<file path="src/pkg/gdpc_pkg.sv">
// Constants for the gate driver protection configuration block.
// Assumes a 100 MHz APB clock and asynchronous comparator inputs.
// Summary of operation
// - Config at ACh, all zero after reset
// - Slew code 2 is 125, 3 is 200
// - Level bit clear 34 V, set 22 V
// - Overvoltage protection only while bit set
// - Thermal warning reported only while bit set
// - Overcurrent code 0 latches, 1 retries 500 ms
// - Filter codes select 0.2/0.6/1.2/1.6 us
// - Threshold bit clear 16 A, set 24 A
// - Fixed gain used only without adaptive gain
`default_nettype none
package gdpc_pkg;
   localparam int          ADDR_W     = 8;
   localparam int          CLK_MHZ    = 100;
   localparam logic [7:0]  OFS_CFG    = 8'hac;
   localparam logic [7:0]  OFS_STAT   = 8'hb0;
   localparam logic [7:0]  OFS_MASK   = 8'hb4;
   localparam logic [7:0]  OFS_CTRL   = 8'hb8;
   localparam logic [31:0] CFG_RESET  = 32'h0000_0000;
   localparam logic [31:0] CFG_WMASK  = 32'h8c0d_3703;
   localparam int          PARITY_BIT = 31;
   localparam int          SLEW_LSB   = 26;
   localparam int          OVSEL_BIT  = 19;
   localparam int          OVEN_BIT   = 18;
   localparam int          OTW_BIT    = 16;
   localparam int          FILT_LSB   = 12;
   localparam int          OCTHR_BIT  = 10;
   localparam int          RESP_LSB   = 8;
   localparam int          GAIN_LSB   = 0;
   localparam logic [1:0]  SLEW_125   = 2'h2;
   localparam logic [1:0]  SLEW_200   = 2'h3;
   localparam logic [1:0]  RESP_LATCH = 2'h0;
   localparam logic [1:0]  RESP_RETRY = 2'h1;
   localparam int          ST_OV      = 0;
   localparam int          ST_OTW     = 1;
   localparam int          ST_OCF     = 2;
   localparam int          ST_RETRY   = 3;
   localparam int          ST_W       = 4;
   localparam int          CTL_ADAPT  = 0;
   localparam int          CTL_OCCLR  = 1;
   localparam int          RETRY_MS   = 500;
   localparam int          RETRY_CYC  = RETRY_MS * 1000 * CLK_MHZ;
   localparam int          FILT_NS [4] = '{200, 600, 1200, 1600};
   typedef enum logic [1:0]
   {
      GDPC_OC_IDLE    = 2'b00,
      GDPC_OC_FILTER  = 2'b01,
      GDPC_OC_LATCHED = 2'b10,
      GDPC_OC_RETRY   = 2'b11
   } gdpc_oc_state_t;
   // Least time, so round up to whole cycles
   function automatic logic [7:0] filt_cyc(input logic [1:0] code);
      filt_cyc = 8'((FILT_NS[code] * CLK_MHZ + 999) / 1000);
   endfunction
endpackage
`default_nettype wire

</file>
<file path="src/rtl/gdpc_top.sv">
// Gate driver protection configuration register and its protection logic.
// Assumes an APB master on pclk; comparator inputs are asynchronous.
`default_nettype none
module gdpc_top #(
   parameter int RETRY_CYCLES = gdpc_pkg::RETRY_CYC
) (
   input  wire logic                      pclk,
   input  wire logic                      presetn,
   input  wire logic                      psel,
   input  wire logic                      penable,
   input  wire logic                      pwrite,
   input  wire logic [gdpc_pkg::ADDR_W-1:0] paddr,
   input  wire logic [31:0]               pwdata,
   output var  logic [31:0]               prdata,
   output var  logic                      pready,
   output var  logic                      pslverr,
   input  wire logic                      overvoltage_raw,
   input  wire logic                      thermal_warning_raw,
   input  wire logic                      overcurrent_raw,
   output var  logic                      irq,
   output var  logic [1:0]                slew_rate_sel,
   output var  logic                      slew_rate_valid,
   output var  logic                      supply_overvoltage_level_sel,
   output var  logic                      supply_overvoltage_fault,
   output var  logic                      thermal_warning_out,
   output var  logic                      overcurrent_threshold_sel,
   output var  logic                      overcurrent_fault,
   output var  logic [1:0]                current_amp_gain_sel,
   output var  logic                      current_amp_gain_fixed
);
   import gdpc_pkg::*;

   localparam int RW = $clog2(RETRY_CYCLES + 1);

   typedef struct packed {
      logic [31:0]    cfg;
      logic [ST_W-1:0] stat;
      logic [ST_W-1:0] mask;
      logic           adapt;
      logic [2:0]     sync1;
      logic [2:0]     sync2;
      gdpc_oc_state_t oc_st;
      logic [7:0]     flt_cnt;
      logic [RW-1:0]  retry_cnt;
      logic [31:0]    prdata;
      logic           pready;
      logic           pslverr;
      logic           rd_stat;
      logic           irq;
      logic           ov_fault;
      logic           otw_out;
      logic           gain_fixed;
   } gdpc_state_t;

   gdpc_state_t s_q;
   gdpc_state_t s_d;

   logic       wr_done;
   logic       rd_done;
   logic       occlr;
   logic [1:0] resp;
   logic [7:0] flt_target;
   logic [ST_W-1:0] ev;

   always_comb
   begin
      s_d        = s_q;
      ev         = '0;
      occlr      = 1'b0;
      wr_done    = psel && penable && s_q.pready && pwrite;
      rd_done    = psel && penable && s_q.pready && !pwrite;
      resp       = s_q.cfg[RESP_LSB +: 2];
      flt_target = filt_cyc(s_q.cfg[FILT_LSB +: 2]);

      // Second stage alone reads the first
      s_d.sync1 = {overcurrent_raw, thermal_warning_raw, overvoltage_raw};
      s_d.sync2 = s_q.sync1;

      // One wait state; pready and read data come from flops
      s_d.pready  = psel && penable && !s_q.pready;
      s_d.pslverr = 1'b0;
      s_d.rd_stat = 1'b0;
      if (psel && penable && !s_q.pready)
      begin
         s_d.prdata = 32'h0000_0000;
         if (paddr == OFS_CFG)
         begin
            s_d.prdata = s_q.cfg & CFG_WMASK;
         end
         else if (paddr == OFS_STAT)
         begin
            s_d.prdata  = 32'(s_q.stat);
            s_d.rd_stat = 1'b1;
         end
         else if (paddr == OFS_MASK)
         begin
            s_d.prdata = 32'(s_q.mask);
         end
         else if (paddr == OFS_CTRL)
         begin
            s_d.prdata = 32'(s_q.adapt);
         end
         else
         begin
            s_d.pslverr = 1'b1;
         end
      end

      if (wr_done)
      begin
         if (paddr == OFS_CFG)
         begin
            s_d.cfg = pwdata & CFG_WMASK;
         end
         else if (paddr == OFS_MASK)
         begin
            s_d.mask = pwdata[ST_W-1:0];
         end
         else if (paddr == OFS_CTRL)
         begin
            s_d.adapt = pwdata[CTL_ADAPT];
            occlr     = pwdata[CTL_OCCLR];
         end
      end

      // Overvoltage only flagged while enabled
      s_d.ov_fault = s_q.cfg[OVEN_BIT] && s_q.sync2[0];
      ev[ST_OV]    = s_d.ov_fault && !s_q.ov_fault;
      s_d.otw_out  = s_q.cfg[OTW_BIT] && s_q.sync2[1];
      ev[ST_OTW]   = s_d.otw_out && !s_q.otw_out;

      s_d.gain_fixed = !s_d.adapt;

      case (s_q.oc_st)
         GDPC_OC_IDLE:
         begin
            s_d.flt_cnt = 8'h00;
            if (s_q.sync2[2])
            begin
               s_d.oc_st = GDPC_OC_FILTER;
            end
         end
         GDPC_OC_FILTER:
         begin
            if (!s_q.sync2[2])
            begin
               s_d.oc_st = GDPC_OC_IDLE;
            end
            else if (s_q.flt_cnt >= flt_target - 8'h01)
            begin
               ev[ST_OCF]    = 1'b1;
               s_d.retry_cnt = '0;
               // Codes 2 and 3 are treated as latched
               if (resp == RESP_RETRY)
               begin
                  s_d.oc_st = GDPC_OC_RETRY;
               end
               else
               begin
                  s_d.oc_st = GDPC_OC_LATCHED;
               end
            end
            else
            begin
               s_d.flt_cnt = s_q.flt_cnt + 8'h01;
            end
         end
         GDPC_OC_LATCHED:
         begin
            if (occlr)
            begin
               s_d.oc_st = GDPC_OC_IDLE;
            end
         end
         GDPC_OC_RETRY:
         begin
            if (s_q.retry_cnt >= RW'(RETRY_CYCLES - 1))
            begin
               s_d.oc_st     = GDPC_OC_IDLE;
               ev[ST_RETRY]  = 1'b1;
            end
            else
            begin
               s_d.retry_cnt = s_q.retry_cnt + RW'(1);
            end
         end
         default:
         begin
            s_d.oc_st = GDPC_OC_IDLE;
         end
      endcase

      // Clear only what the read returned, so a new event is kept
      if (rd_done && s_q.rd_stat)
      begin
         s_d.stat = s_q.stat & ~s_q.prdata[ST_W-1:0];
      end
      s_d.stat = s_d.stat | ev;
      s_d.irq  = |(s_d.stat & s_d.mask);
   end

   always_ff @(posedge pclk or negedge presetn)
   begin
      if (!presetn)
      begin
         s_q            <= '0;
         s_q.cfg        <= CFG_RESET;
         s_q.oc_st      <= GDPC_OC_IDLE;
         s_q.gain_fixed <= 1'b1;
      end
      else
      begin
         s_q <= s_d;
      end
   end

   assign prdata  = s_q.prdata;
   assign pready  = s_q.pready;
   assign pslverr = s_q.pslverr;
   assign irq     = s_q.irq;
   assign slew_rate_sel   = s_q.cfg[SLEW_LSB +: 2];
   assign slew_rate_valid = s_q.cfg[SLEW_LSB + 1];
   assign supply_overvoltage_level_sel = s_q.cfg[OVSEL_BIT];
   assign supply_overvoltage_fault     = s_q.ov_fault;
   assign thermal_warning_out          = s_q.otw_out;
   assign overcurrent_threshold_sel    = s_q.cfg[OCTHR_BIT];
   assign overcurrent_fault = s_q.oc_st[1];
   assign current_amp_gain_sel   = s_q.cfg[GAIN_LSB +: 2];
   assign current_amp_gain_fixed = s_q.gain_fixed;
endmodule
`default_nettype wire

</file>
<file path="config.mk">
export PLATFORM = sky130hd
export DESIGN_NAME = gdpc_top
export DESIGN_NICKNAME = d
export VERILOG_FILES = /design/src/pkg/gdpc_pkg.sv /design/src/rtl/gdpc_top.sv
export SDC_FILE = /design/constraint.sdc
export NUM_CORES = 1
export LEC_CHECK = 0
export BUFFER_PORTS_ARGS = -buffer_cell sky130_fd_sc_hd__buf_2
export CAP_MARGIN = 20
export CORE_UTILIZATION = 30
export CTS_CLUSTER_SIZE = 14
export DETAILED_ROUTE_END_ITERATION = 12
export PLACE_DENSITY_LB_ADDON = 0.25
export SYNTH_ARGS = -nofsm -noshare
export SYNTH_HDL_FRONTEND = slang
export SYNTH_SLANG_ARGS = --single-unit
</file>
<file path="constraint.sdc">
create_clock -name pclk -period 11.2 [get_ports pclk]
set_input_delay 0 -clock pclk [delete_from_list [all_inputs] [get_ports pclk]]
set_output_delay 0 -clock pclk [all_outputs]
set_load 0.01 [all_outputs]
</file>
==> results.py, run 1 <==
metrics = {
    "clock_tree": {
        "cts_buffers": 9,
        "cts-root-buf": "clkbuf_16",
        "postCtsSetupRepairBufs": 0,
        "cts_tree": "built",
        "htreeDepth": 3,
        "path_clk_slew_ns": 0.06,
        "clockBufferDepth": 2,
        "clk_latency_ns": 0.34,
        "clock_sinks": 86,
    },
    "detailed_routing": {
        "vias": 3549,
        "drt_iter0_drc": 165,
        "wl_per_cell_um": 13.3,
        "drtPass1Iterations": 4,
        "vias_per_cell": 4.69,
        "ant_nets": 0,
        "wl_um": 10100,
        "route.detailed.drc": 0,
    },
    "placement": {
        "dp_hpwl_um": 7200,
        "io_buffers": 59,
        "dp_cells": 720,
        "place.gp.congestion": 0.777,
        "placed_cell_area_um2": 5030,
    },
    "sta": {
        "setup_tns_ns": 0,
        "slew_headroom_pct": 36.5,
        "finClkSkew_ns": 0.00886,
        "min_period_ns": 5.54,
        "timing.fmax_mhz": 181,
        "setup_viol_count_final": 0,
        "hold_violations": 0,
        "fin_crit_sh_pct": 49.4,
        "hold_ws_ns": 0.0158,
        "slew_violations": 0,
        "tightest_slew_ns": 0.943,
        "rsz0062_at_grt": "false",
    },
    "status": {
        "status": "finished, final reports clean",
    },
    "synthesis": {
        "syn-cell-area_um2": 4750,
        "yosys_warnings": 0,
        "synth_edf_count": 0,
        "yosysTopAreaCell": "dfrtp_1",
        "synthCells": 484,
        "synthFlopType": "dfrtp_1",
        "synth_seq_area_share_pct": 45.4,
        "syn_area_per_cell_um2": 9.81,
        "synth.distinct_cells": 56,
        "synth_common_cells": "dfrtp_1, nand2_1, buf_4, nor2_1, nand3_1",
        "yosys.area.top_type_share_pct": 44.8,
        "synth_most_common_cell": "dfrtp_1",
        "synth_area_leaders": "dfrtp_1, buf_4, ha_1, nand2_1, mux2_2",
        "async_flop_share_pct": 100,
        "ys_ff_latch": 86,
    },
    "grt": {
        "use_met3_pct": 3.42,
        "busiest_layer": "met2",
        "grt_pass1_wl_um": 16800,
        "antenna_found_initial": 0,
        "grt_use_total_pct": 12.9,
        "grt_use_met1_pct": 16.3,
        "grt-ovfl-total": 0,
        "gr-usage-met2_pct": 21.6,
        "first_global_vias": 3492,
        "grt_start_max_net_pins": 87,
    },
    "critical_path": {
        "worstSetupPathType": "reg2reg",
        "crit_chain": "inv_1 -> ha_1 -> inv_1 -> o311ai_0 -> o211ai_1 -> nand2_1 -> nor2_1 -> a21oi_1 -> ha_1 -> xnor2_1 -> xnor2_1 -> nor3_1 -> a31oi_1 -> o21ai_0 -> a21oi_1 -> ha_1 -> nand2b_1 -> a31oi_1 -> o21ai_0 -> a21oi_1 -> nor2_2 -> buf_8 -> a21o_1 -> a221o_1",
        "max_stage_delay_ns": 0.53,
        "endpoint_kind": "flop",
        "crit_arrival_ns": 5.75,
        "startpoint_type": "flop",
        "crit_slowest_cell": "dfrtp_1",
        "cp_num_buf_inv": 3,
        "critical_path.top_delay_family": "compound AO/OA/AOI/OAI gates",
        "worstPathRequired_ns": 11.41,
        "crit_fanout": 23,
        "rrSetupSlack_ns": 5.66,
    },
    "power": {
        "p_leak_uw": 0.00276,
        "worst_ir_drop_vdd_mv": 0.0930,
        "pwr_density_cell_nw_per_um2": 124,
    },
    "finish": {
        "drive_gt1_share_pct": 20.5,
        "syn_to_final_growth_pct": 18.3,
        "stdcell_count": 757,
        "diodes": 0,
        "stdcell_area_um2": 5610,
        "nets": 610,
        "fill_cells": 1577,
    },
    "floorplanning": {
        "initial_core_util_pct": 31.0,
        "die-area_um2": 16300,
        "num_rows": 45,
        "core-area_um2": 15300,
        "pin_count": 94,
        "die_x_um": 128,
        "die_y_um": 128,
    },
    "worst_hold_path": {
        "hold_class": "in2reg",
    },
    "job": {
        "maxCapViolations": 0,
    },
}
-- kinds of logic (layout without fill, tap and decap cells) --
family | after synthesis | after routing | synth area share (%)
simple gates | 187 | 187 | 19.9
flops | 86 | 86 | 45.4
buf+inv | 73 | 119 | 9.23
compound gates | 56 | 56 | 7.59
xor+xnor | 32 | 32 | 5.91
mux | 28 | 28 | 6.38
fa+ha+maj | 21 | 21 | 5.54
other cells | 1 | 17 | 0.0790
-- per-stage QoR --
stage                     util (%)  setup WS [ns]  total power (uW)
after CTS                     36.4           5.50               707
after detailed placement      32.8           5.53               351
after global routing          36.7           5.13               724
final                         36.7           5.66               698
after floorplan                  -           6.56               339
after global placement        32.8           5.65               351
-- flip-flops by register name (all words and copies together) (netlist names) --
signal,cells
s_q,53
prdata,15
s_d,3
current_amp_gain_sel,2
resp,2
slew_rate_sel,2
current_amp_gain_fixed,1
irq,1
overcurrent_fault,1
overcurrent_threshold_sel,1
pready,1
pslverr,1
supply_overvoltage_fault,1
supply_overvoltage_level_sel,1
thermal_warning_out,1
-- worst paths after layout --
check / start / endpoint / depth (start not counted)
max in group asynchronous: presetn / current_amp_gain_fixed / 3
hold / removal: paddr[2] / s_q[4] / 2
min in group asynchronous: presetn / s_q[54] / 2
hold reg to reg: s_d[75] / s_q[75] / 0
setup reg to reg: s_q[103] / irq / 24
setup / recovery: s_q[103] / irq / 24
-- cells in the final DEF (no fill, tap or decap), types with 3 or more instances in the layout --
cell type,Yosys,routed
a21oi_1,11,11
a31oi_1,3,3
and2_1,3,3
and3_1,7,7
and4_1,4,4
buf_2,1,58
buf_4,36,4
bufinv_16,0,3
clkbuf_16,0,9
conb_1,1,17
dfrtp_1,85,85
dlygate4sd3_1,0,19
ha_1,21,21
inv_1,20,20
mux2_2,18,18
mux2i_1,10,10
nand2_1,60,60
nand3_1,27,27
nand3b_1,3,3
nand4_1,14,14
nor2_1,35,34
nor3_1,12,12
nor3b_1,3,3
o21ai_0,20,20
o31ai_1,3,3
or2_2,4,4
xnor2_1,14,14
xor2_1,18,18
-- power by group --
| part | internal [uW] | switching [uW] |
|---|---|---|
| clock | 221 | 126 |
| sequential | 313 | 2.94 |
| combinational | 14.4 | 20.2 |
| total | 549 | 150 |
-- layer usage --
metal,vias to the layer above,wire length [um]
li1,1737,-
met1,1728,4670
met2,77,4860
met3,7,448
met4,0,73
met5,-,0
-- cell type report --
cell class                 count  area (um^2)  share of cell area [%]
sequential                    86         2150                    38.4
clock buffer                   9          225                    4.01
inverter                      20         75.1                    1.34
tap                          211          264                    4.70
timing repair buffer          83          553                    9.85
multi-input combinational    341         2220                    39.5
clock inverter                 7          126                    2.25
-- worst reg2reg max path: stages (launching register included) --
cell	delay (ns)
dfrtp_1	0.53
inv_1	0.30
ha_1	0.36
inv_1	0.15
o311ai_0	0.37
o211ai_1	0.19
nand2_1	0.15
nor2_1	0.05
a21oi_1	0.14
ha_1	0.26
xnor2_1	0.17
xnor2_1	0.10
nor3_1	0.20
a31oi_1	0.06
o21ai_0	0.22
a21oi_1	0.08
ha_1	0.29
nand2b_1	0.13
a31oi_1	0.16
o21ai_0	0.16
a21oi_1	0.49
nor2_2	0.12
buf_8	0.20
a21o_1	0.18
a221o_1	0.35
-- what timing repair did --
| item | CTS | global route |
|---|---|---|
| gates resized for setup | 0 | 0 |
| hold endpoints to repair | 107 | 0 |
| hold buffers | 19 | 0 |
| setup endpoints to repair | 0 | 0 |
Note: power is estimated with default switching activity, not from simulation.
==> run 2: changes to the inputs <==
==> constraint.sdc (replaced) <==
create_clock -name pclk -period 5.25 [get_ports pclk]
set_input_delay 0 -clock pclk [delete_from_list [all_inputs] [get_ports pclk]]
set_output_delay 0 -clock pclk [all_outputs]
set_load 0.01 [all_outputs]
==> run 2 against run 1 <==
Effect of this change:
- wire length decreased by 0.36%
- critical path type unchanged
- final cell count increased by 0.53%
- clock power increased by 88%
- clock skew decreased by 0.0014 ns
- register-to-register slack got worse by 5.2 ns
- fmax increased by 16%
- largest power group is now sequential cells
- non-clock buffer count increased by 4
- design area decreased by 0.74%
- die area unchanged
==> results.py, run 2 (synthesis results as in run 1) <==
metrics = {
    "status": {
        "status": "finished, final reports clean",
    },
    "finish": {
        "fill_cells": 1566,
        "nets": 614,
        "fin_util_pct": 36.4,
        "drive_gt1_share_pct": 21.1,
        "regMostFlops": "s_q",
        "mostFrequentLayoutCells": "dfrtp_1, nand2_1, buf_2",
        "largest_reg_flops": 53,
        "mostFrequentLayoutCell": "dfrtp_1",
        "syn_to_final_growth_pct": 17.4,
        "stdcell_count": 761,
        "diodes": 0,
    },
    "sta": {
        "tightest_slew_ns": 0.915,
        "min_period_ns": 4.79,
        "finClkSkew_ns": 0.00744,
        "rsz0062_at_grt": "false",
        "hold_ws_ns": 0.0155,
        "slew_headroom_pct": 38.4,
        "hold_violations": 0,
        "setup_tns_ns": 0,
        "timing.fmax_mhz": 209,
        "setup_viol_count_final": 0,
        "slew_violations": 0,
        "fin_crit_sh_pct": 91.2,
    },
    "floorplanning": {
        "num_rows": 45,
        "core-area_um2": 15300,
        "initial_core_util_pct": 31.0,
        "die_x_um": 128,
        "pin_count": 94,
        "die-area_um2": 16300,
        "die_y_um": 128,
    },
    "job": {
        "maxCapViolations": 0,
    },
    "power": {
        "power_uw": 1400,
        "worst_ir_drop_vdd_mv": 0.225,
        "seqPwrFrac_pct": 48.2,
        "switching_power_uw": 317,
        "comb_power_share_pct": 5.2,
        "clockPowerShare_pct": 46.7,
        "p_sw_share_pct": 22.6,
        "pwr_density_cell_nw_per_um2": 251,
        "power.internal_uw": 1080,
        "p_leak_uw": 0.00276,
    },
    "critical_path": {
        "crit_arrival_ns": 5.00,
        "crit_path_start": "s_q[102]",
        "rrSetupSlack_ns": 0.46,
        "cp-endpoint": "irq",
        "reg2regPathDepth": 23,
        "endpoint_kind": "flop",
        "crit_fanout": 9,
        "worstReg2RegEnd": "irq",
        "worstPathRequired_ns": 5.47,
        "startpoint_type": "flop",
        "worstSetupPathType": "reg2reg",
        "r2r-start": "s_q[102]",
    },
    "detailed_routing": {
        "drtPass1Iterations": 4,
        "vias": 3497,
        "vias_per_cell": 4.60,
        "ant_nets": 0,
        "route.detailed.drc": 0,
        "wl_um": 10000,
        "drt_iter0_drc": 151,
        "wl_per_cell_um": 13.2,
    },
    "clock_tree": {
        "path_clk_slew_ns": 0.07,
        "htreeDepth": 3,
        "clk_latency_ns": 0.34,
        "postCtsSetupRepairBufs": 0,
        "cts-root-buf": "clkbuf_16",
        "clockBufferDepth": 2,
        "clock_sinks": 86,
        "cts_tree": "built",
        "cts_buffers": 9,
    },
    "grt": {
        "grt_pass1_wl_um": 17000,
        "grt_use_total_pct": 13.2,
        "grt_start_max_net_pins": 74,
        "first_global_vias": 3500,
        "antenna_found_initial": 0,
        "grt-ovfl-total": 0,
    },
    "placement": {
        "dp_hpwl_um": 7190,
        "dp_cells": 726,
        "place.gp.congestion": 0.779,
        "io_buffers": 59,
    },
    "worst_hold_path": {
        "hold_class": "in2reg",
    },
}
[run 2: cell types whose count changed in the layout (fill, tap and decap cells not counted), sizes merged]
cell      previous run  this run
bufinv               3         1
inv                 23        22
clkinvlp             1         0
clkinv               0         3
clkbuf               9        10
buf                 64        68
[run 2: how the worst min path moves through the flow]
stage               startpoint                 endpoint  cells after the start
global placement       presetn                  s_q[55]                      1
floorplan              presetn  current_amp_gain_sel[0]                      0
CTS                   paddr[2]                   s_q[4]                      2
global route          paddr[2]                   s_q[4]                      2
detailed placement     presetn                  s_q[55]                      1
finish                paddr[2]                   s_q[4]                      2
[run 2: per-layer routing]
metal  global-route usage [%]  share of wire (%)  wire length, um  up-vias
met5                        0                  0                0        -
met4                     4.15                1.6              159        0
met3                     3.59                5.4              539       16
met2                     20.6                 45             4530       93
met1                     17.6                 48             4780     1655
li1                         -                  -                -     1733
[run 2: power groups by stage]
| stage | Clock [uW] | Combinational, uW | Sequential [uW] |
|---|---|---|---|
| after floorplan | 0 | 37.9 | 685 |
| after global placement | 0 | 62.0 | 687 |
| after detailed placement | 0 | 63.2 | 687 |
| after CTS | 672 | 74.3 | 675 |
| after global routing | 700 | 82.7 | 675 |
| final | 654 | 72.4 | 675 |
[run 2: stage by stage]
stage                     cell area, um^2  setup WS (ns)
after global routing                 5570         0.0621
after detailed placement             5070          0.401
after CTS                            5570          0.357
final                                5570          0.464
after global placement               5070          0.422
after floorplan                      4810          0.605
[run 2: worst max-delay path: stages, from the launching register on]
cell and delay, ns:
dfrtp_1 0.44, inv_1 0.15, ha_1 0.30, inv_1 0.14
o311ai_0 0.35, o211ai_1 0.18, nand2_1 0.16, nor2_1 0.07
a21oi_1 0.13, ha_1 0.26, xnor2_1 0.15, xnor2_1 0.09
nor3_1 0.18, a31oi_1 0.06, o21ai_0 0.23, a21oi_1 0.07
ha_1 0.28, nand2b_1 0.14, a31oi_1 0.17, o21ai_0 0.15
a21oi_1 0.27, nor2_2 0.14, a21o_1 0.19, a221o_1 0.36
[run 2: timing repair]
item,CTS,global route
resized for setup,0,1
hold buffers,19,0
endpoints found under the hold margin,35,0
endpoints found under the setup margin,0,18
[run 2: final cells by class]
type                    count  area (um^2)  share of cell area [%]
inverters                  20         75.1                    1.35
flip-flops and latches     86         2150                    38.6
multi-input cells         341         2220                    39.8
well taps                 211          264                    4.74
clock buffers              10          239                    4.29
clock inverters             6         68.8                    1.23
repair buffers             87          556                    9.97
==> run 3: changes to the inputs <==
--- a/config.mk
+++ b/config.mk
@@ -7,6 +7,7 @@
 export LEC_CHECK = 0
 export BUFFER_PORTS_ARGS = -buffer_cell sky130_fd_sc_hd__buf_2
 export CAP_MARGIN = 20
+export CORE_ASPECT_RATIO = 1.25
 export CORE_UTILIZATION = 30
 export CTS_CLUSTER_SIZE = 14
 export DETAILED_ROUTE_END_ITERATION = 12
==> constraint.sdc (replaced) <==
create_clock -name pclk -period 5.95 [get_ports pclk]
set_input_delay 0 -clock pclk [delete_from_list [all_inputs] [get_ports pclk]]
set_output_delay 0 -clock pclk [all_outputs]
set_load 0.01 [all_outputs]
==> run 3 against run 2 <==
Effect of this change:
- total power down 11%
- register-to-register slack better by 0.26 ns
- worst hold slack better by 0.0084 ns
- sequential share of layout area about the same
- flip-flop and latch count unchanged
- largest cell class unchanged
- combinational power down 11%
- highest routed layer unchanged
- setup slack better by 0.26 ns
- design area about the same
- clock-buffer cell count up 4
- clock power down 9.2%
==> results.py, run 3 (synthesis results as in run 1) <==
metrics = {
    "sta": {
        "slew_violations": 0,
        "setup_tns_ns": 0,
        "timing.fmax_mhz": 191,
        "setup_viol_count_final": 0,
        "rsz0062_at_grt": "false",
        "fin_ws_ns": 0.719,
        "hold_ws_ns": 0.0239,
        "fin_crit_sh_pct": 87.9,
        "tightest_slew_ns": 1.01,
        "slew_headroom_pct": 32.1,
        "finClkSkew_ns": 0.00647,
        "hold_violations": 0,
        "min_period_ns": 5.23,
    },
    "grt": {
        "gr-usage-met2_pct": 22.4,
        "grt_use_total_pct": 13.3,
        "antenna_found_initial": 0,
        "grt_use_met1_pct": 16.4,
        "use_met3_pct": 3.40,
        "busiest_layer": "met2",
        "first_global_vias": 3570,
        "grt-ovfl-total": 0,
        "grt_start_max_net_pins": 61,
        "grt_pass1_wl_um": 17000,
    },
    "placement": {
        "place.gp.congestion": 0.764,
        "io_buffers": 59,
        "dp_hpwl_um": 7190,
        "pre_cts_ws_ns": 0.757,
    },
    "detailed_routing": {
        "drtPass1Iterations": 6,
        "vias": 3511,
        "route.detailed.drc": 0,
        "drt_iter0_drc": 149,
        "ant_nets": 0,
        "wl_um": 10100,
        "vias_per_cell": 4.62,
        "wl_per_cell_um": 13.3,
    },
    "finish": {
        "mostFrequentLayoutCells": "dfrtp_1, nand2_1, buf_2",
        "diodes": 0,
        "fin_util_pct": 36.0,
        "syn_to_final_growth_pct": 17.5,
        "nets": 612,
        "largest_reg_flops": 53,
        "mostFrequentLayoutCell": "dfrtp_1",
        "regMostFlops": "s_q",
        "drive_gt1_share_pct": 20.4,
    },
    "floorplanning": {
        "num_rows": 51,
        "initial_core_util_pct": 30.6,
        "core-area_um2": 15500,
        "die-area_um2": 16300,
        "die_y_um": 143,
        "die_x_um": 114,
        "pin_count": 94,
    },
    "critical_path": {
        "worstSetupPathType": "reg2reg",
        "crit_fanout": 24,
        "worstPathRequired_ns": 6.18,
        "startpoint_type": "flop",
        "endpoint_kind": "flop",
        "rrSetupSlack_ns": 0.72,
        "crit_arrival_ns": 5.46,
    },
    "clock_tree": {
        "clockBufferDepth": 2,
        "ctsHoldBuffers": 20,
        "clk_latency_ns": 0.34,
        "cts_tree": "built",
        "clock_sinks": 86,
        "cts_buffers": 9,
        "htreeDepth": 3,
        "cts-root-buf": "clkbuf_16",
        "postCtsSetupRepairBufs": 0,
        "cts_resized": 0,
        "path_clk_slew_ns": 0.06,
    },
    "status": {
        "status": "finished, final reports clean",
    },
    "job": {
        "maxCapViolations": 0,
    },
    "power": {
        "pwr_density_cell_nw_per_um2": 225,
        "worst_ir_drop_vdd_mv": 0.152,
        "power_uw": 1250,
        "p_leak_uw": 0.00275,
    },
    "worst_hold_path": {
        "hold_class": "in2reg",
    },
}
## run 3: cell types whose count changed in the layout (fill, tap and decap cells not counted), sizes merged
cell,change
buf,-3
clkbuf,+4
clkinv,-3
clkinvlp,+1
dlygate4sd3,+1
inv,-2
## run 3: power breakdown
group | leakage [uW] | internal, uW | switching [uW]
combinational | 0.00142 | 26.4 | 38.0
sequential | 0.00117 | 590 | 5.35
clock | 0.000155 | 371 | 223
## run 3: worst max-delay path, cell delays in order, from the launching register on
cell	delay (ns)
dfrtp_1	0.53
inv_1	0.28
ha_1	0.33
inv_1	0.14
o311ai_0	0.33
o211ai_1	0.18
nand2_1	0.15
nor2_1	0.05
a21oi_1	0.16
ha_1	0.26
xnor2_1	0.16
xnor2_1	0.10
nor3_1	0.19
a31oi_1	0.06
o21ai_0	0.22
a21oi_1	0.07
ha_1	0.29
nand2b_1	0.09
a31oi_1	0.09
o21ai_0	0.34
a21oi_1	0.12
buf_4	0.16
nor2_1	0.19
buf_4	0.32
nor2_1	0.07
a31o_2	0.24
## run 3: cell type report
cell class,instances,area (um^2)
Fill cell,1601,9930
Multi-Input combinational cell,341,2220
Sequential cell,86,2150
Timing Repair Buffer,85,543
Clock buffer,14,284
Tap cell,212,265
Inverter,20,75.1
Clock inverter,2,37.5
## run 3: per-layer routing
metal	wire length (um)	up-vias
li1	-	1733
met2	4970	74
met1	4600	1689
met5	0	-
met3	384	15
met4	168	0
## run 3: final timing paths
check,startpoint,end,depth (start not counted)
setup / recovery,s_q[103],s_q[54],25
hold / removal,paddr[4],pslverr,3
setup reg to reg,s_q[103],s_q[54],25
hold reg to reg,s_d[75],s_q[75],0
max in group asynchronous,presetn,current_amp_gain_sel[1],3
min in group asynchronous,presetn,s_q[43],2
## run 3: per-stage QoR
stage	cell area, um^2	cells
2_1_floorplan	4810	500
3_3_place_gp	5060	724
3_5_place_dp	5060	724
4_1_cts	5580	760
5_1_grt	5580	760
6_report	5580	760
